===== config.mk =====
export PLATFORM = sky130hd
export DESIGN_NAME = sss_selector
export DESIGN_NICKNAME = d
export VERILOG_FILES = /design/src/core/sss_pkg.sv /design/src/core/sss_selector.sv
export VERILOG_INCLUDE_DIRS = /design/src /design/src/core
export SDC_FILE = /design/constraint.sdc
export NUM_CORES = 1
export LEC_CHECK = 0
export BUFFER_PORTS_ARGS = -buffer_cell sky130_fd_sc_hd__buf_4
export CAP_MARGIN = 15
export CELL_PAD_IN_SITES_DETAIL_PLACEMENT = 1
export CELL_PAD_IN_SITES_GLOBAL_PLACEMENT = 1
export CORE_MARGIN = 10
export CORE_UTILIZATION = 39
export DETAILED_ROUTE_END_ITERATION = 16
export GPL_TIMING_DRIVEN = 0
export PLACE_DENSITY_LB_ADDON = 0.12
export SLEW_MARGIN = 15
export SYNTH_ARGS = -nofsm -noshare
export SYNTH_HDL_FRONTEND = slang
export SYNTH_SLANG_ARGS = --single-unit

===== constraint.sdc =====
create_clock -name i_clk -period 13.08 [get_ports i_clk]
set_clock_uncertainty 0.05 [all_clocks]
set_input_delay 1.308 -clock i_clk [delete_from_list [all_inputs] [get_ports i_clk]]
set_output_delay 1.308 -clock i_clk [all_outputs]
set_load 0.05 [all_outputs]

===== src/core/sss_params.svh =====
`ifndef SSS_PARAMS_SVH
`define SSS_PARAMS_SVH

// control clock and the millisecond time base for mains-loss detection
`define SSS_CLK_PERIOD_NS 25
`define SSS_MS_NS         1000000
`define SSS_CYC_PER_MS    (`SSS_MS_NS / `SSS_CLK_PERIOD_NS)

// stop threshold in r/min
`define SSS_STOP_RPM      30

// mains-loss hold time limits in ms
`define SSS_HOLD_MIN      11'h046
`define SSS_HOLD_OFF      11'h7d0

// field positions inside a stop selection code
`define SSS_BIT_DECEL     0
`define SSS_BIT_AFTER     1
`define SSS_BIT_HOLD      2

// selection codes with immediate stop
`define SSS_SEL_IMM_DB    4'h8
`define SSS_SEL_IMM_FREE  4'h9

// torque limit value that means the normal limit applies
`define SSS_TLIM_NORMAL   10'h000

`endif


===== src/core/sss_pkg.sv =====
package sss_pkg;

    typedef enum logic [1:0] {
        SSS_PH_RUN,
        SSS_PH_DECEL,
        SSS_PH_AFTER
    } sss_phase_t;

    typedef enum logic [1:0] {
        SSS_ACT_RUN,
        SSS_ACT_DB,
        SSS_ACT_FREE,
        SSS_ACT_IMM
    } sss_act_t;

    typedef enum logic [1:0] {
        SSS_CAUSE_NONE,
        SSS_CAUSE_SOFF,
        SSS_CAUSE_MAINS,
        SSS_CAUSE_FAULT
    } sss_cause_t;

    typedef struct packed {
        sss_act_t decel;
        sss_act_t after;
        logic     clr;
    } sss_plan_t;

    typedef struct packed {
        logic [3:0]  servo_off_stop_select;
        logic [3:0]  mains_off_stop_select;
        logic        undervoltage_trip_select;
        logic [10:0] mains_loss_hold_time;
        logic [2:0]  fault_stop_select;
        logic [9:0]  immediate_stop_torque_limit;
    } sss_cfg_t;

    typedef struct packed {
        sss_act_t   act;
        sss_phase_t phase;
        logic       servo_loop;
        logic       torque_lim_en;
        logic [9:0] torque_lim;
        logic       pos_err_clear;
        logic       ext_err_clear;
        logic       err_hold;
    } sss_drive_t;

endpackage : sss_pkg


===== src/core/sss_selector.sv =====
`include "sss_params.svh"

module sss_selector #(
    parameter int P_CYC_PER_MS = `SSS_CYC_PER_MS,
    parameter int P_SPEED_W    = 16,
    parameter int P_ERR_W      = 28
) (
    input  wire logic                 i_clk,
    input  wire logic                 i_rst,
    input  wire logic                 i_servo_on,
    input  wire logic                 i_mains_ok,
    input  wire logic                 i_alarm,
    input  wire logic                 i_alarm_imm_ok,
    input  wire logic                 i_alarm_reset,
    input  wire logic [P_SPEED_W-1:0] i_speed_abs,
    input  wire logic [P_ERR_W-1:0]   i_pos_err_abs,
    input  wire logic [P_ERR_W-1:0]   i_err_limit,
    input  sss_pkg::sss_cfg_t         i_cfg,
    output sss_pkg::sss_drive_t       o_drive,
    output logic                      o_alarm,
    output logic                      o_uv_alarm,
    output logic                      o_overflow_alarm,
    output logic                      o_mains_lost
);

    typedef struct packed {
        logic                 mains_s1;
        logic                 mains_s2;
        logic [15:0]          cyc_cnt;
        logic [10:0]          loss_ms;
        logic                 mains_lost;
        logic                 alarm;
        logic                 imm_ok;
        logic                 uv_alarm;
        logic                 ovf_alarm;
        sss_pkg::sss_cause_t  cause;
        sss_pkg::sss_drive_t  drive;
    } sss_state_t;

    sss_state_t          q;
    sss_state_t          d;
    logic                tick;
    logic [10:0]         hold;
    logic                new_loss;
    logic                uv_set;
    logic                ovf_set;
    logic                alarm_set;
    logic                alarm_clr;
    logic                slow;
    sss_pkg::sss_plan_t  plan;

    // decode of a ten-value stop selection
    function automatic sss_pkg::sss_plan_t plan_std(input logic [3:0] sel);
        sss_pkg::sss_plan_t p;
        p.decel = sss_pkg::SSS_ACT_DB;
        p.after = sss_pkg::SSS_ACT_DB;
        p.clr   = 1'b1;
        if (sel == `SSS_SEL_IMM_DB || sel == `SSS_SEL_IMM_FREE) begin
            p.decel = sss_pkg::SSS_ACT_IMM;
            if (sel == `SSS_SEL_IMM_FREE) begin
                p.after = sss_pkg::SSS_ACT_FREE;
            end
        end else if (sel < `SSS_SEL_IMM_DB) begin
            if (sel[`SSS_BIT_DECEL]) begin
                p.decel = sss_pkg::SSS_ACT_FREE;
            end
            if (sel[`SSS_BIT_AFTER]) begin
                p.after = sss_pkg::SSS_ACT_FREE;
            end
            p.clr = ~sel[`SSS_BIT_HOLD];
        end
        return p;
    endfunction

    // decode of the alarm stop selection
    function automatic sss_pkg::sss_plan_t plan_fault(input logic [2:0] sel,
                                                      input logic       imm);
        sss_pkg::sss_plan_t p;
        p = plan_std({2'h0, sel[1:0]});
        p.clr = 1'b0;
        if (sel[`SSS_BIT_HOLD] && imm) begin
            p.decel = sss_pkg::SSS_ACT_IMM;
        end
        return p;
    endfunction

    always_comb begin
        d         = q;
        tick      = 1'b0;
        new_loss  = 1'b0;
        uv_set    = 1'b0;
        ovf_set   = 1'b0;
        alarm_set = 1'b0;
        alarm_clr = 1'b0;
        slow      = 1'b0;
        plan      = plan_std(4'h0);
        hold      = i_cfg.mains_loss_hold_time;

        if (hold < `SSS_HOLD_MIN) begin
            hold = `SSS_HOLD_MIN;
        end

        d.mains_s1 = i_mains_ok;
        d.mains_s2 = q.mains_s1;

        // millisecond time base
        if (q.cyc_cnt == 16'(P_CYC_PER_MS - 1)) begin
            d.cyc_cnt = 16'h0000;
            tick      = 1'b1;
        end else begin
            d.cyc_cnt = q.cyc_cnt + 16'h0001;
        end

        // mains loss detection
        if (q.mains_s2 || hold >= `SSS_HOLD_OFF) begin
            d.loss_ms    = 11'h000;
            d.mains_lost = 1'b0;
        end else if (tick && !q.mains_lost) begin
            if (q.loss_ms + 11'h001 >= hold) begin
                d.mains_lost = 1'b1;
            end else begin
                d.loss_ms = q.loss_ms + 11'h001;
            end
        end
        new_loss = d.mains_lost && !q.mains_lost;

        // undervoltage trip while the servo is on
        if (new_loss && i_servo_on && i_cfg.undervoltage_trip_select
                && q.cause == sss_pkg::SSS_CAUSE_NONE) begin
            uv_set = 1'b1;
        end

        // held error growing during a stop
        if (q.drive.err_hold && i_pos_err_abs > i_err_limit) begin
            ovf_set = 1'b1;
        end

        alarm_set = i_alarm || uv_set || ovf_set;
        alarm_clr = i_alarm_reset && !alarm_set;

        if (alarm_set) begin
            if (!q.alarm) begin
                d.imm_ok = i_alarm && i_alarm_imm_ok;
            end
            d.alarm = 1'b1;
        end else if (alarm_clr) begin
            d.alarm  = 1'b0;
            d.imm_ok = 1'b0;
        end

        if (uv_set) begin
            d.uv_alarm = 1'b1;
        end else if (alarm_clr) begin
            d.uv_alarm = 1'b0;
        end

        if (ovf_set) begin
            d.ovf_alarm = 1'b1;
        end else if (alarm_clr) begin
            d.ovf_alarm = 1'b0;
        end

        // cause priority: alarm, then mains, then servo off
        if (d.alarm) begin
            d.cause = sss_pkg::SSS_CAUSE_FAULT;
        end else if (d.mains_lost) begin
            d.cause = sss_pkg::SSS_CAUSE_MAINS;
        end else if (!i_servo_on) begin
            d.cause = sss_pkg::SSS_CAUSE_SOFF;
        end else begin
            d.cause = sss_pkg::SSS_CAUSE_NONE;
        end

        case (d.cause)
            sss_pkg::SSS_CAUSE_FAULT: begin
                plan = plan_fault(i_cfg.fault_stop_select, d.imm_ok);
            end
            sss_pkg::SSS_CAUSE_MAINS: begin
                plan = plan_std(i_cfg.mains_off_stop_select);
            end
            sss_pkg::SSS_CAUSE_SOFF: begin
                plan = plan_std(i_cfg.servo_off_stop_select);
            end
            default: begin
                plan = plan_std(4'h0);
            end
        endcase

        // stop phase sequencing
        slow = i_speed_abs <= P_SPEED_W'(`SSS_STOP_RPM);
        case (q.drive.phase)
            sss_pkg::SSS_PH_RUN: begin
                if (d.cause != sss_pkg::SSS_CAUSE_NONE) begin
                    d.drive.phase = sss_pkg::SSS_PH_DECEL;
                end
            end
            sss_pkg::SSS_PH_DECEL: begin
                if (d.cause == sss_pkg::SSS_CAUSE_NONE) begin
                    d.drive.phase = sss_pkg::SSS_PH_RUN;
                end else if (d.cause != q.cause) begin
                    d.drive.phase = sss_pkg::SSS_PH_DECEL;
                end else if (slow) begin
                    d.drive.phase = sss_pkg::SSS_PH_AFTER;
                end
            end
            sss_pkg::SSS_PH_AFTER: begin
                if (d.cause == sss_pkg::SSS_CAUSE_NONE) begin
                    d.drive.phase = sss_pkg::SSS_PH_RUN;
                end else if (d.cause != q.cause) begin
                    d.drive.phase = sss_pkg::SSS_PH_DECEL;
                end
            end
            default: begin
                d.drive.phase = sss_pkg::SSS_PH_RUN;
            end
        endcase

        // power stage action for the phase
        case (d.drive.phase)
            sss_pkg::SSS_PH_DECEL: begin
                d.drive.act = plan.decel;
            end
            sss_pkg::SSS_PH_AFTER: begin
                d.drive.act = plan.after;
            end
            default: begin
                d.drive.act = sss_pkg::SSS_ACT_RUN;
            end
        endcase

        d.drive.servo_loop = d.drive.act == sss_pkg::SSS_ACT_RUN
                          || d.drive.act == sss_pkg::SSS_ACT_IMM;
        d.drive.torque_lim_en = d.drive.act == sss_pkg::SSS_ACT_IMM
            && i_cfg.immediate_stop_torque_limit != `SSS_TLIM_NORMAL;
        d.drive.torque_lim = i_cfg.immediate_stop_torque_limit;

        // error counter treatment
        d.drive.pos_err_clear = 1'b0;
        d.drive.err_hold      = 1'b0;
        if (d.drive.phase != sss_pkg::SSS_PH_RUN) begin
            if (d.cause == sss_pkg::SSS_CAUSE_FAULT) begin
                d.drive.err_hold = 1'b1;
            end else if (plan.clr) begin
                d.drive.pos_err_clear = 1'b1;
            end else begin
                d.drive.err_hold = 1'b1;
            end
        end
        if (alarm_clr && q.alarm) begin
            d.drive.pos_err_clear = 1'b1;
            d.drive.err_hold      = 1'b0;
        end
        d.drive.ext_err_clear = d.drive.pos_err_clear;
    end

    always_ff @(posedge i_clk) begin
        if (i_rst) begin
            q.mains_s1    <= 1'b1;
            q.mains_s2    <= 1'b1;
            q.cyc_cnt     <= 16'h0000;
            q.loss_ms     <= 11'h000;
            q.mains_lost  <= 1'b0;
            q.alarm       <= 1'b0;
            q.imm_ok      <= 1'b0;
            q.uv_alarm    <= 1'b0;
            q.ovf_alarm   <= 1'b0;
            q.cause       <= sss_pkg::SSS_CAUSE_NONE;
            q.drive       <= '0;
        end else begin
            q <= d;
        end
    end

    assign o_drive          = q.drive;
    assign o_alarm          = q.alarm;
    assign o_uv_alarm       = q.uv_alarm;
    assign o_overflow_alarm = q.ovf_alarm;
    assign o_mains_lost     = q.mains_lost;

endmodule // sss_selector


==> summary.md, run 1 <==
| Metric | Value |
|---|---|
| Status | `completed` |
| Max Slew Vio Count | `0` |
| Crit path launch type | `primary input` |
| DRC viols | `0` |
| Register bit total from synthesis | `54` |
| Port buffer count | `between 100 and 150` |
| Final #Nets | `761` |
| Detailed Route WL | `12070 um` |
| Dpl cells | `between 700 and 800` |
| Post-synth top area cell | `dfxtp_1` |
| Worst Hold Path EP | `q[53]$_SDFF_PP1_` |
| Final TNS setup | `0 ps` |
| First-pass GRT wire length | `just under 20000 um` |
| FF-to-FF path depth | `19` |
| Most common cell after layout, fill and taps aside | `buf_4` |
| WP buf/inv | `2` |
| Setup-failing EPs final | `0` |
| Post-synth net total | `about 620` |
| Initial antenna violation count | `0` |
| Detail Route Antenna Nets | `0` |
| Diodes inserted | `0` |
| Worst slew pin tran | `718.2 ps` |
| Slowest stage cell, crit path | `a31oi_1` |
| CP required | `13260 ps` |
| CP Class | `primary input to flop` |
| Post-synth EDFFs | `0` |
| Yosys warning count | `0` |
| Hold buffer count at cts | `0` |
| Leading cell types in the layout, fill and taps excluded | `151 x buf_4, 54 x dfxtp_1, 45 x ha_1` |
| Setup crit end kind | `flop` |
| Fmax | `183.1 MHz` |
| Max-cap violations | `0` |
| Distinct cells, synth | `between 50 and 60` |
| WHS | `375.0 ps` |
| Ys flop type | `dfxtp_1` |
| Total gr overflow | `0` |
| Critical path's largest stage delay | `570 ps` |
| Die height | `approximately 120 um` |
| Cell count after synthesis | `between 400 and 500` |
| Vias | `between 3000 and 4000` |
| Maximum buffer depth of the clock tree | `2` |
| Crit path DAT | `between 5000 and 6000 ps` |
| Static Leak | `about 2.5 nW` |
| Worst-Skew Late Latency | `around 310 ps` |
| Die Area | `0.01424 sq mm` |
| Register area share after synthesis | `between 20 and 30%` |
| Worst hold path class | `flop to flop` |
| Area delta synth->final | `32.64%` |
| Fin crit share | `between 40% and 50%` |
| Reg-to-reg slack, setup | `approximately 8300 ps` |
| Final min period | `5462 ps` |
| Resized cells post-CTS | `0` |
| Worst vdd ir | `between 0.05 and 0.06 mV` |
| Unrepaired setup endpoints after global routing | `no` |
| GRT Overall Usage | `between 15 and 20%` |
| DP Area | `around 0.005 sq mm` |
| Crit-path most repeated cell | `a21o_1` |
| Core Util, Final | `52.71%` |
| Cell Rows | `36` |
| HPWL after DPL | `about 10000 um` |
| Hold path depth | `1` |
| Starting density of the core | `39.74%` |
| Die boundary width | `119.3 um` |
| Io pins | `about 140` |
| Pwr per Cell Area | `approximately 75 mW/mm^2` |
| Clock-pin slew on the worst setup and hold paths | `110 ps` |
| Worst-path maximum fanout | `8` |
| Max-slew headroom | `51.89%` |
| Synth top area share | `about 28%` |
| Synthesized area | `0.003849 sq mm` |
| Post-Layout Inst Area | `between 0.005 and 0.006 sq mm` |
| Clock root buffer | `clkbuf_8` |
| Post-CTS Setup Bufs | `0` |
| Number of stages on the worst setup path | `20` |
| Vias/cell | `approximately 5.2` |
| Reg-to-reg startpoint | `q[26]$_SDFFE_PP0P_` |
| Largest net degree at the start of global routing | `18` |
| Vias in the first global route | `between 4000 and 5000` |
| Core area | `around 0.0097 sq mm` |
| Layout cells sized above 1 | `around 29%` |
| # H-tree levels | `2` |
| Syn avg cell area | `around 8.3 sq um` |
| Top delay family on crit path | `compound AO/OA/AOI/OAI gates` |
| CTS tree | `built` |
| DR pass1 iterations | `4` |
| CP Cell Sequence | `buf_4 -> or2_1 -> a21o_1 -> o21ai_0 -> nand2_1 -> nand2_1 -> ha_1 -> a21o_1 -> a221oi_1 -> o21ai_1 -> a31oi_1 -> o21ai_0 -> a21o_1 -> a21o_1 -> ha_1 -> nand2_1 -> o22ai_1 -> ha_1 -> inv_1 -> a311oi_1` |
| RR Endpoint | `o_drive[13]$_SDFF_PP0_` |
| Synth async-reset ratio | `0%` |
| DR WL/cell | `16.36 um` |
| GPL Wtd Cong | `between 0.8 and 0.9` |
| Hold Crit Start | `d[53]$_SDFF_PP1_` |
| Non-filler cells, final | `about 740` |
| Clock sink total | `54` |
| 1st-iter DRT viols | `74` |
| TritonCTS Buffers | `5` |
| Top post-synthesis cells by area | `dfxtp_1 28%, ha_1 15%, xor2_1 5.5%` |
| Fin. Hold Viols | `0` |
-- cells by family after synthesis --
family                     synth area share (%)
xor gates and xnor gates                  7.282
adders and majority gates                 14.63
AOI/OAI and AO/OA                         16.74
muxes                                    0.7803
buffers and inverters                     8.452
DFF                                       28.09
and+or+nand+nor                           24.03
-- layout make-up --
cell class                      count  area [sq um]
Clock inverter                      2         16.27
Clock buffer                        6         82.58
Multi-Input combinational cell    344          2442
Buffer                             27         175.2
Timing Repair Buffer              132         991.0
Tap cell                          133         166.4
Inverter                           40         150.1
Fill cell                        1193          4579
Sequential cell                    54          1081
-- synth_stat cells (4+ instances only) --
cell       n
nor2_1    37
clkbuf_1   6
o21ai_0    8
ha_1      45
a21o_1    10
or3_1      7
nand4_1    8
nand2_1   39
nor3_1     6
o211ai_1   4
nor4_1     6
o22ai_1    6
and3_1    16
xor2_1    24
a31o_2     4
nand3_1   16
a21oi_1   24
dfxtp_1   54
buf_4     19
inv_1     40
nor2b_1   12
nand2b_1  10
a31oi_1    7
a221oi_1   4
nor4b_1    4
xnor2_1    8
-- where the power goes --
group          internal, W  switching, W  leakage (nW)  total, W
Combinational    0.0000514     0.0000540          2.01  0.000105
Clock            0.0000438     0.0000597        0.0478  0.000103
Sequential        0.000170    0.00000330         0.442  0.000174
-- layer usage --
layer,routed length (um),part of all wire (%),vias up,track usage (%)
met5,0,0,-,0
met4,85,0.70,0,2.790
met3,415,3.4,6,2.834
met2,6343,53,75,31.74
met1,5230,43,1841,19.03
li1,-,-,1907,-
-- registers in the layout, summed over array words and instances (netlist names) --
| signal | flops |
|---|---|
| o_alarm | 1 |
| d | 1 |
| q | 31 |
| o_overflow_alarm | 1 |
| o_uv_alarm | 1 |
| o_mains_lost | 1 |
| o_drive | 18 |
-- metrics by stage --
step	setup slack, ps	total power, W
3_5_place_dp	7404	0.0002834
6_report	7618	0.0003823
3_3_place_gp	7509	0.0002790
5_1_grt	7269	0.0004050
2_1_floorplan	8043	0.0002365
4_1_cts	7690	0.0003859
-- worst max path at each step --
stage | endpoint | from | slack [ps]
2_1_floorplan | o_drive[13]$_SDFF_PP0_ | i_cfg[18] | 8040
3_3_place_gp | o_drive[13]$_SDFF_PP0_ | i_cfg[18] | 7510
3_5_place_dp | o_drive[13]$_SDFF_PP0_ | i_cfg[18] | 7400
4_1_cts | o_drive[13]$_SDFF_PP0_ | i_cfg[18] | 7690
5_1_grt | o_drive[13]$_SDFF_PP0_ | i_cfg[18] | 7270
6_report | o_drive[13]$_SDFF_PP0_ | i_cfg[18] | 7620
(Power assumes the default switching activity.)
==> run 2, diff against run 1 <==
- ABC_AREA: default -> 1
- CORE_UTILIZATION: 39 -> 35
- clock period: 13.08 -> 5.2 ns (I/O delays scaled with it)
==> run 2 against run 1 <==
Compared with the run above:
- synthesized cell count is 25% higher
- critical endpoint unchanged
- setup slack lost 7000 ps
- final cell count is 17% higher
- total power rose by 150%
- register-to-register slack worse by 7700 ps
- largest power group unchanged
- non-clock buffer count did not move
==> summary.md, run 2 <==
| Metric | Value |
|---|---|
| Status | `completed` |
| Worst-Skew Late Latency | `between 300 and 400 ps` |
| Fmax | `between 200 and 250 MHz` |
| DRC viols | `0` |
| FF-to-FF path depth | `30` |
| Register area share after synthesis | `between 20 and 30%` |
| Sequential cell area | `approximately 0.0011 sq mm` |
| Slowest stage cell, crit path | `dfxtp_1` |
| PnR worst setup slack | `578.0 ps` |
| Most frequent cell after synthesis | `nand2_1` |
| Vias | `between 4000 and 5000` |
| Dpl cells | `853` |
| Final min period | `between 4000 and 5000 ps` |
| Area delta synth->final | `32.56%` |
| Register bit total from synthesis | `between 50 and 60` |
| Post-synth top area cell | `dfxtp_1` |
| RR Endpoint | `o_drive[13]$_SDFF_PP0_` |
| DR WL/cell | `13.74 um` |
| Cell Rows | `38` |
| CP Class | `flop to flop` |
| Clock-pin slew on the worst setup and hold paths | `around 100 ps` |
| 1st-iter DRT viols | `just under 90` |
| CTS tree | `built` |
| Hold path depth | `2` |
| GPL Wtd Cong | `between 0.8 and 0.9` |
| Detail Route Antenna Nets | `0` |
| Top post-synthesis cells by area | `dfxtp_1 28%, ha_1 14%, nand2_1 11%` |
| Post-synth net total | `around 740` |
| Clock root buffer | `clkbuf_8` |
| Worst hold path class | `primary input to flop` |
| Worst slew pin tran | `around 600 ps` |
| Starting density of the core | `36.04%` |
| Maximum buffer depth of the clock tree | `2` |
| TritonCTS Buffers | `5` |
| Diodes inserted | `0` |
| Distinct cells, synth | `40` |
| Fin crit share | `between 80% and 90%` |
| Crit path DAT | `4810 ps` |
| # H-tree levels | `2` |
| Layout cells sized above 1 | `around a quarter` |
| Die height | `125.9 um` |
| Hold Crit Start | `i_mains_ok` |
| Die boundary width | `roughly 130 um` |
| Io pins | `~140` |
| Setup crit end kind | `flop` |
| Worst-path maximum fanout | `6` |
| Synth top area share | `between 20% and 30%` |
| Syn avg cell area | `between 6 and 7 sq um` |
| Total gr overflow | `0` |
| Static Leak | `2.869 nW` |
| Clock sink total | `54` |
| Initial antenna violation count | `0` |
| Max reg flops | `31` |
| Setup-failing EPs final | `0` |
| Leading cell types in the layout, fill and taps excluded | `154 x buf_4, 115 x nand2_1, 104 x inv_1` |
| Worst vdd ir | `0.1096 mV` |
| Placement Setup Slack | `just over 500 ps` |
| Most flop-heavy register | `q` |
| Crit path launch type | `flop` |
| Critical path's largest stage delay | `430 ps` |
| Most common cell after layout, fill and taps aside | `buf_4` |
| Max Slew Vio Count | `0` |
| Post-Layout Inst Area | `approximately 0.0052 sq mm` |
| Detailed Route WL | `11840 um` |
| Max-cap violations | `0` |
| Vias in the first global route | `between 4000 and 5000` |
| Fillcell total | `1437` |
| CP required | `5380 ps` |
| Synth async-reset ratio | `0%` |
| GRT Overall Usage | `between 10% and 20%` |
| Resized cells post-CTS | `0` |
| Synthesized area | `about 0.0039 sq mm` |
| Non-filler cells, final | `862` |
| HPWL after DPL | `about 10000 um` |
| Max-slew headroom | `60.71%` |
| Die Area | `0.01585 sq mm` |
| Reg-to-reg slack, setup | `580 ps` |
| First-pass GRT wire length | `approximately 20000 um` |
| DP Area | `slightly above 0.005 sq mm` |
| Yosys warning count | `0` |
| Cell count after synthesis | `a little under 600` |
| Pwr per Cell Area | `around 180 mW/mm^2` |
| Largest net degree at the start of global routing | `18` |
| Area of the multi-input gates | `~0.0023 sq mm` |
| Ys flop type | `dfxtp_1` |
| DR pass1 iterations | `4` |
| Vias/cell | `around 4.7` |
| Core area | `0.01089 sq mm` |
| Crit-path most repeated cell | `nand2_1` |
| Fin. Hold Viols | `0` |
| Final #Nets | `a little under 900` |
| Port buffer count | `around 130` |
| Post-synth EDFFs | `0` |
| Worst Hold Path EP | `d[53]$_SDFF_PP1_` |
| Reg-to-reg startpoint | `q[26]$_SDFFE_PP0P_` |
| Top cells by count, synth | `115 x nand2_1, 104 x inv_1, 86 x nor2_1` |
==> run 2: cell count changes after synthesis, moves of 11 or more <==
cell / change
nand2_1: +76
inv_1: +64
nor2_1: +49
and3_1: -16
xor2_1: -14
nor2b_1: -12
nand3_1: +11
==> run 2: through the flow <==
step | setup TNS (ps) | util [%] | hold slack, ps | power (W)
3_5_place_dp | 0 | 46.89 | 369.8 | 0.0007244
4_1_cts | 0 | 47.70 | 339.9 | 0.0009730
2_1_floorplan | 0 | - | 339.5 | 0.0006049
6_report | 0 | 47.77 | 345.0 | 0.0009551
5_1_grt | -19.39 | 47.77 | 351.4 | 0.001017
3_3_place_gp | 0 | 46.89 | 346.8 | 0.0007127
==> run 2: logic make-up (layout without fill, tap and decap cells) <==
group	count (synthesis)	in the layout	synth area share, %
flip-flops	54	54	27.55
adder cells (fa/ha/maj)	45	45	14.35
XOR/XNOR	12	12	2.870
AO/OA/AOI/OAI	56	56	9.024
AND/OR/NAND/NOR	275	275	31.22
buffers and inverters	137	280	14.99
==> run 2: power by group <==
part / leakage [nW] / internal [W] / switching [W]
Combinational: 2.38 / 0.000128 / 0.000148
Sequential: 0.442 / 0.000428 / 0.00000629
Clock: 0.0418 / 0.0000972 / 0.000147
==> run 2: how the worst max path moves through the flow <==
stage,end,from
after floorplan,o_drive[14]$_SDFF_PP0_,q[26]$_SDFFE_PP0P_
after global placement,o_drive[13]$_SDFF_PP0_,q[26]$_SDFFE_PP0P_
after detailed placement,o_drive[13]$_SDFF_PP0_,q[26]$_SDFFE_PP0P_
after CTS,o_drive[13]$_SDFF_PP0_,q[26]$_SDFFE_PP0P_
after global routing,o_drive[13]$_SDFF_PP0_,q[26]$_SDFFE_PP0P_
final,o_drive[13]$_SDFF_PP0_,q[26]$_SDFFE_PP0P_
==> run 2: worst max-delay path, delay by kind of cell, from the launching register on <==
kind	cells	cell delay [ps]
xor gates and xnor gates	2	420
DFF	1	430
adders and majority gates	4	850
buffers and inverters	2	110
and+or+nand+nor	18	1910
AOI/OAI and AO/OA	4	750
==> run 2: area by class of cell <==
cell class                 count  share of cell area, %
clock inverter                 2                 0.3127
tap                          140                  3.368
buffer                        24                  3.103
timing repair buffer         135                  19.49
sequential                    54                  20.78
inverter                     113                  8.203
multi-input combinational    388                  43.35
clock buffer                   6                  1.395
==> run 2: what timing repair did <==
action                     CTS  global route
setup endpoints to repair    0             1
hold buffers                 0             0
buffers inserted             0             1
hold endpoints to repair     0             0
==> run 2: routing by layer <==
| metal | vias up | share of wire (%) | track usage (%) |
|---|---|---|---|
| li1 | 2086 | - | - |
| met1 | 1852 | 42 | 16.19 |
| met2 | 78 | 52 | 27.08 |
| met3 | 8 | 5.6 | 4.111 |
| met4 | 0 | 0.93 | 2.545 |
| met5 | - | 0 | 0 |
==> run 3, diff against run 2 <==
- CORE_ASPECT_RATIO: default -> 2
==> run 3 against run 2 <==
Compared with the run above:
- clock power rose by 60%
- utilization rose by 0.65 points
- critical endpoint unchanged
- largest cell class unchanged
- critical path depth rose by 2
- global-route usage rose by 1.7 points
- final cell count rose by 0.12%
- setup slack got worse by 69 ps
- sequential cell count did not move
- via count rose by 4.0%
- combinational power rose by 1%
- fmax fell by 1.5%
==> summary.md, run 3 (synthesis gave the netlist of run 2 again) <==
| Metric | Value |
|---|---|
| # H-tree levels | `2` |
| Clock-pin slew on the worst setup and hold paths | `around 70 ps` |
| Die height | `between 150 and 200 um` |
| Crit path launch type | `flop` |
| Worst-path maximum fanout | `7` |
| Static Leak | `roughly 3 nW` |
| Port buffer count | `between 100 and 150` |
| Critical Path Source | `q[26]$_SDFFE_PP0P_` |
| Fin. Hold Viols | `0` |
| GPL Wtd Cong | `just over 0.8` |
| Design Power | `between 0.001 and 0.0015 W` |
| Worst hold path class | `primary input to flop` |
| Setup crit end kind | `flop` |
| Layout cells sized above 1 | `a little over a quarter` |
| Starting density of the core | `a little over a third` |
| Leading cell types in the layout, fill and taps excluded | `155 x buf_4, 115 x nand2_1, 104 x inv_1` |
| Max Slew Vio Count | `0` |
| Core area | `0.01095 sq mm` |
| Die boundary width | `94.87 um` |
| Largest net degree at the start of global routing | `19` |
| DP Area | `approximately 0.0051 sq mm` |
| Worst-Skew Late Latency | `300 ps` |
| Slowest stage cell, crit path | `dfxtp_1` |
| 1st-iter DRT viols | `63` |
| First-pass GRT wire length | `around 21000 um` |
| Final TNS setup | `0 ps` |
| Crit path DAT | `a little under 5000 ps` |
| DR pass1 iterations | `4` |
| Reg-to-reg startpoint | `q[26]$_SDFFE_PP0P_` |
| Area delta synth->final | `35.08%` |
| Most common cell after layout, fill and taps aside | `buf_4` |
| FF-to-FF path depth | `32` |
| Crit-path most repeated cell | `nand2_1` |
| Reg-to-reg slack, setup | `510 ps` |
| Setup-failing EPs final | `0` |
| Clock root buffer | `clkbuf_16` |
| Io pins | `135` |
| Detail Route Antenna Nets | `0` |
| Final #Nets | `between 800 and 900` |
| Fin crit share | `between 90% and 100%` |
| DRC viols | `0` |
| CP endpoint | `o_drive[13]$_SDFF_PP0_` |
| GRT Overall Usage | `16.29%` |
| Unrepaired setup endpoints after global routing | `no` |
| CP required | `5360 ps` |
| Initial antenna violation count | `0` |
| DR WL/cell | `~15 um` |
| Pwr per Cell Area | `208.7 mW/mm^2` |
| Cell Rows | `54` |
| Clock sink total | `54` |
| Worst vdd ir | `between 0.2 and 0.25 mV` |
| Core Util, Final | `about half` |
| Max reg flops | `31` |
| CTS tree | `built` |
| Post-Layout Inst Area | `0.005300 sq mm` |
| Vias in the first global route | `roughly 4600` |
| Max-cap violations | `0` |
| WHS | `353.9 ps` |
| TritonCTS Buffers | `5` |
| Status | `completed` |
| Maximum buffer depth of the clock tree | `2` |
| Most flop-heavy register | `q` |
| Max-slew headroom | `roughly 65%` |
| HPWL after DPL | `about 12000 um` |
| Detailed Route WL | `13010 um` |
| RR Endpoint | `o_drive[13]$_SDFF_PP0_` |
| Die Area | `~0.016 sq mm` |
| Total gr overflow | `0` |
| Final min period | `4691 ps` |
| Vias | `approximately 4200` |
| Diodes inserted | `0` |
| Worst slew pin tran | `around 530 ps` |
| Fmax | `213.2 MHz` |
| Vias/cell | `~4.8` |
| CP Class | `flop to flop` |
| Critical path's largest stage delay | `roughly 400 ps` |
-- run 3: cell count changes in the layout (fill, tap and decap cells not counted) --
cell and change:
clkinvlp_4 -1, clkbuf_1 -1, clkbuf_16 +5, buf_4 +1, inv_6 +1, bufinv_16 +1
clkbuf_8 -5, o21bai_4 +1, o21bai_2 -1
-- run 3: worst min path at each step --
stage / from / endpoint / slack [ps] / cells after the start
3_5_place_dp: d[53]$_SDFF_PP1_ / q[53]$_SDFF_PP1_ / 360 / 1
4_1_cts: i_mains_ok / d[53]$_SDFF_PP1_ / 350 / 2
6_report: i_mains_ok / d[53]$_SDFF_PP1_ / 350 / 2
2_1_floorplan: d[53]$_SDFF_PP1_ / q[53]$_SDFF_PP1_ / 340 / 1
3_3_place_gp: d[53]$_SDFF_PP1_ / q[53]$_SDFF_PP1_ / 350 / 1
5_1_grt: i_mains_ok / d[53]$_SDFF_PP1_ / 350 / 2
-- run 3: layout make-up --
cell class                      count  area (sq um)
Clock inverter                      3         47.55
Sequential cell                    54          1081
Inverter                          113         426.7
Timing Repair Buffer              136          1021
Multi-Input combinational cell    388          2262
Clock buffer                        5         125.1
Tap cell                          140         175.2
Buffer                             24         161.4
Fill cell                        1479          5645
-- run 3: power breakdown --
| group | leakage, nW | switching [W] | internal (W) |
|---|---|---|---|
| registers | 0.442 | 0.00000672 | 0.000428 |
| clock network | 0.0848 | 0.000160 | 0.000231 |
| logic | 2.39 | 0.000150 | 0.000130 |
| total | 2.92 | 0.000317 | 0.000789 |
-- run 3: per-layer routing --
metal	track usage (%)	vias up	part of all wire, %
met4	5.825	0	2.9
met5	0	-	0
li1	-	2095	-
met1	13.43	1968	32
met3	4.431	22	6.4
met2	33.88	98	58
-- run 3: timing repair --
| action | in CTS | in global routing |
|---|---|---|
| gates resized for setup | 0 | 1 |
| setup buffers | 0 | 2 |
| endpoints found under the setup margin | 0 | 1 |
| hold buffers | 0 | 0 |
-- run 3: critical path: cells and delay by family (launching register included) --
kind	cells	cell delay [ps]
xor gates and xnor gates	1	210
buffers and inverters	3	200
and+or+nand+nor	20	2120
AOI/OAI and AO/OA	4	770
DFF	1	400
adders and majority gates	4	860
-- run 3: metrics by stage --
stage,instances,worst slack (ps)
floorplan,579,1307
global placement,853,536.5
detailed placement,853,350.4
CTS,861,322.2
global route,863,12.46
finish,863,508.9
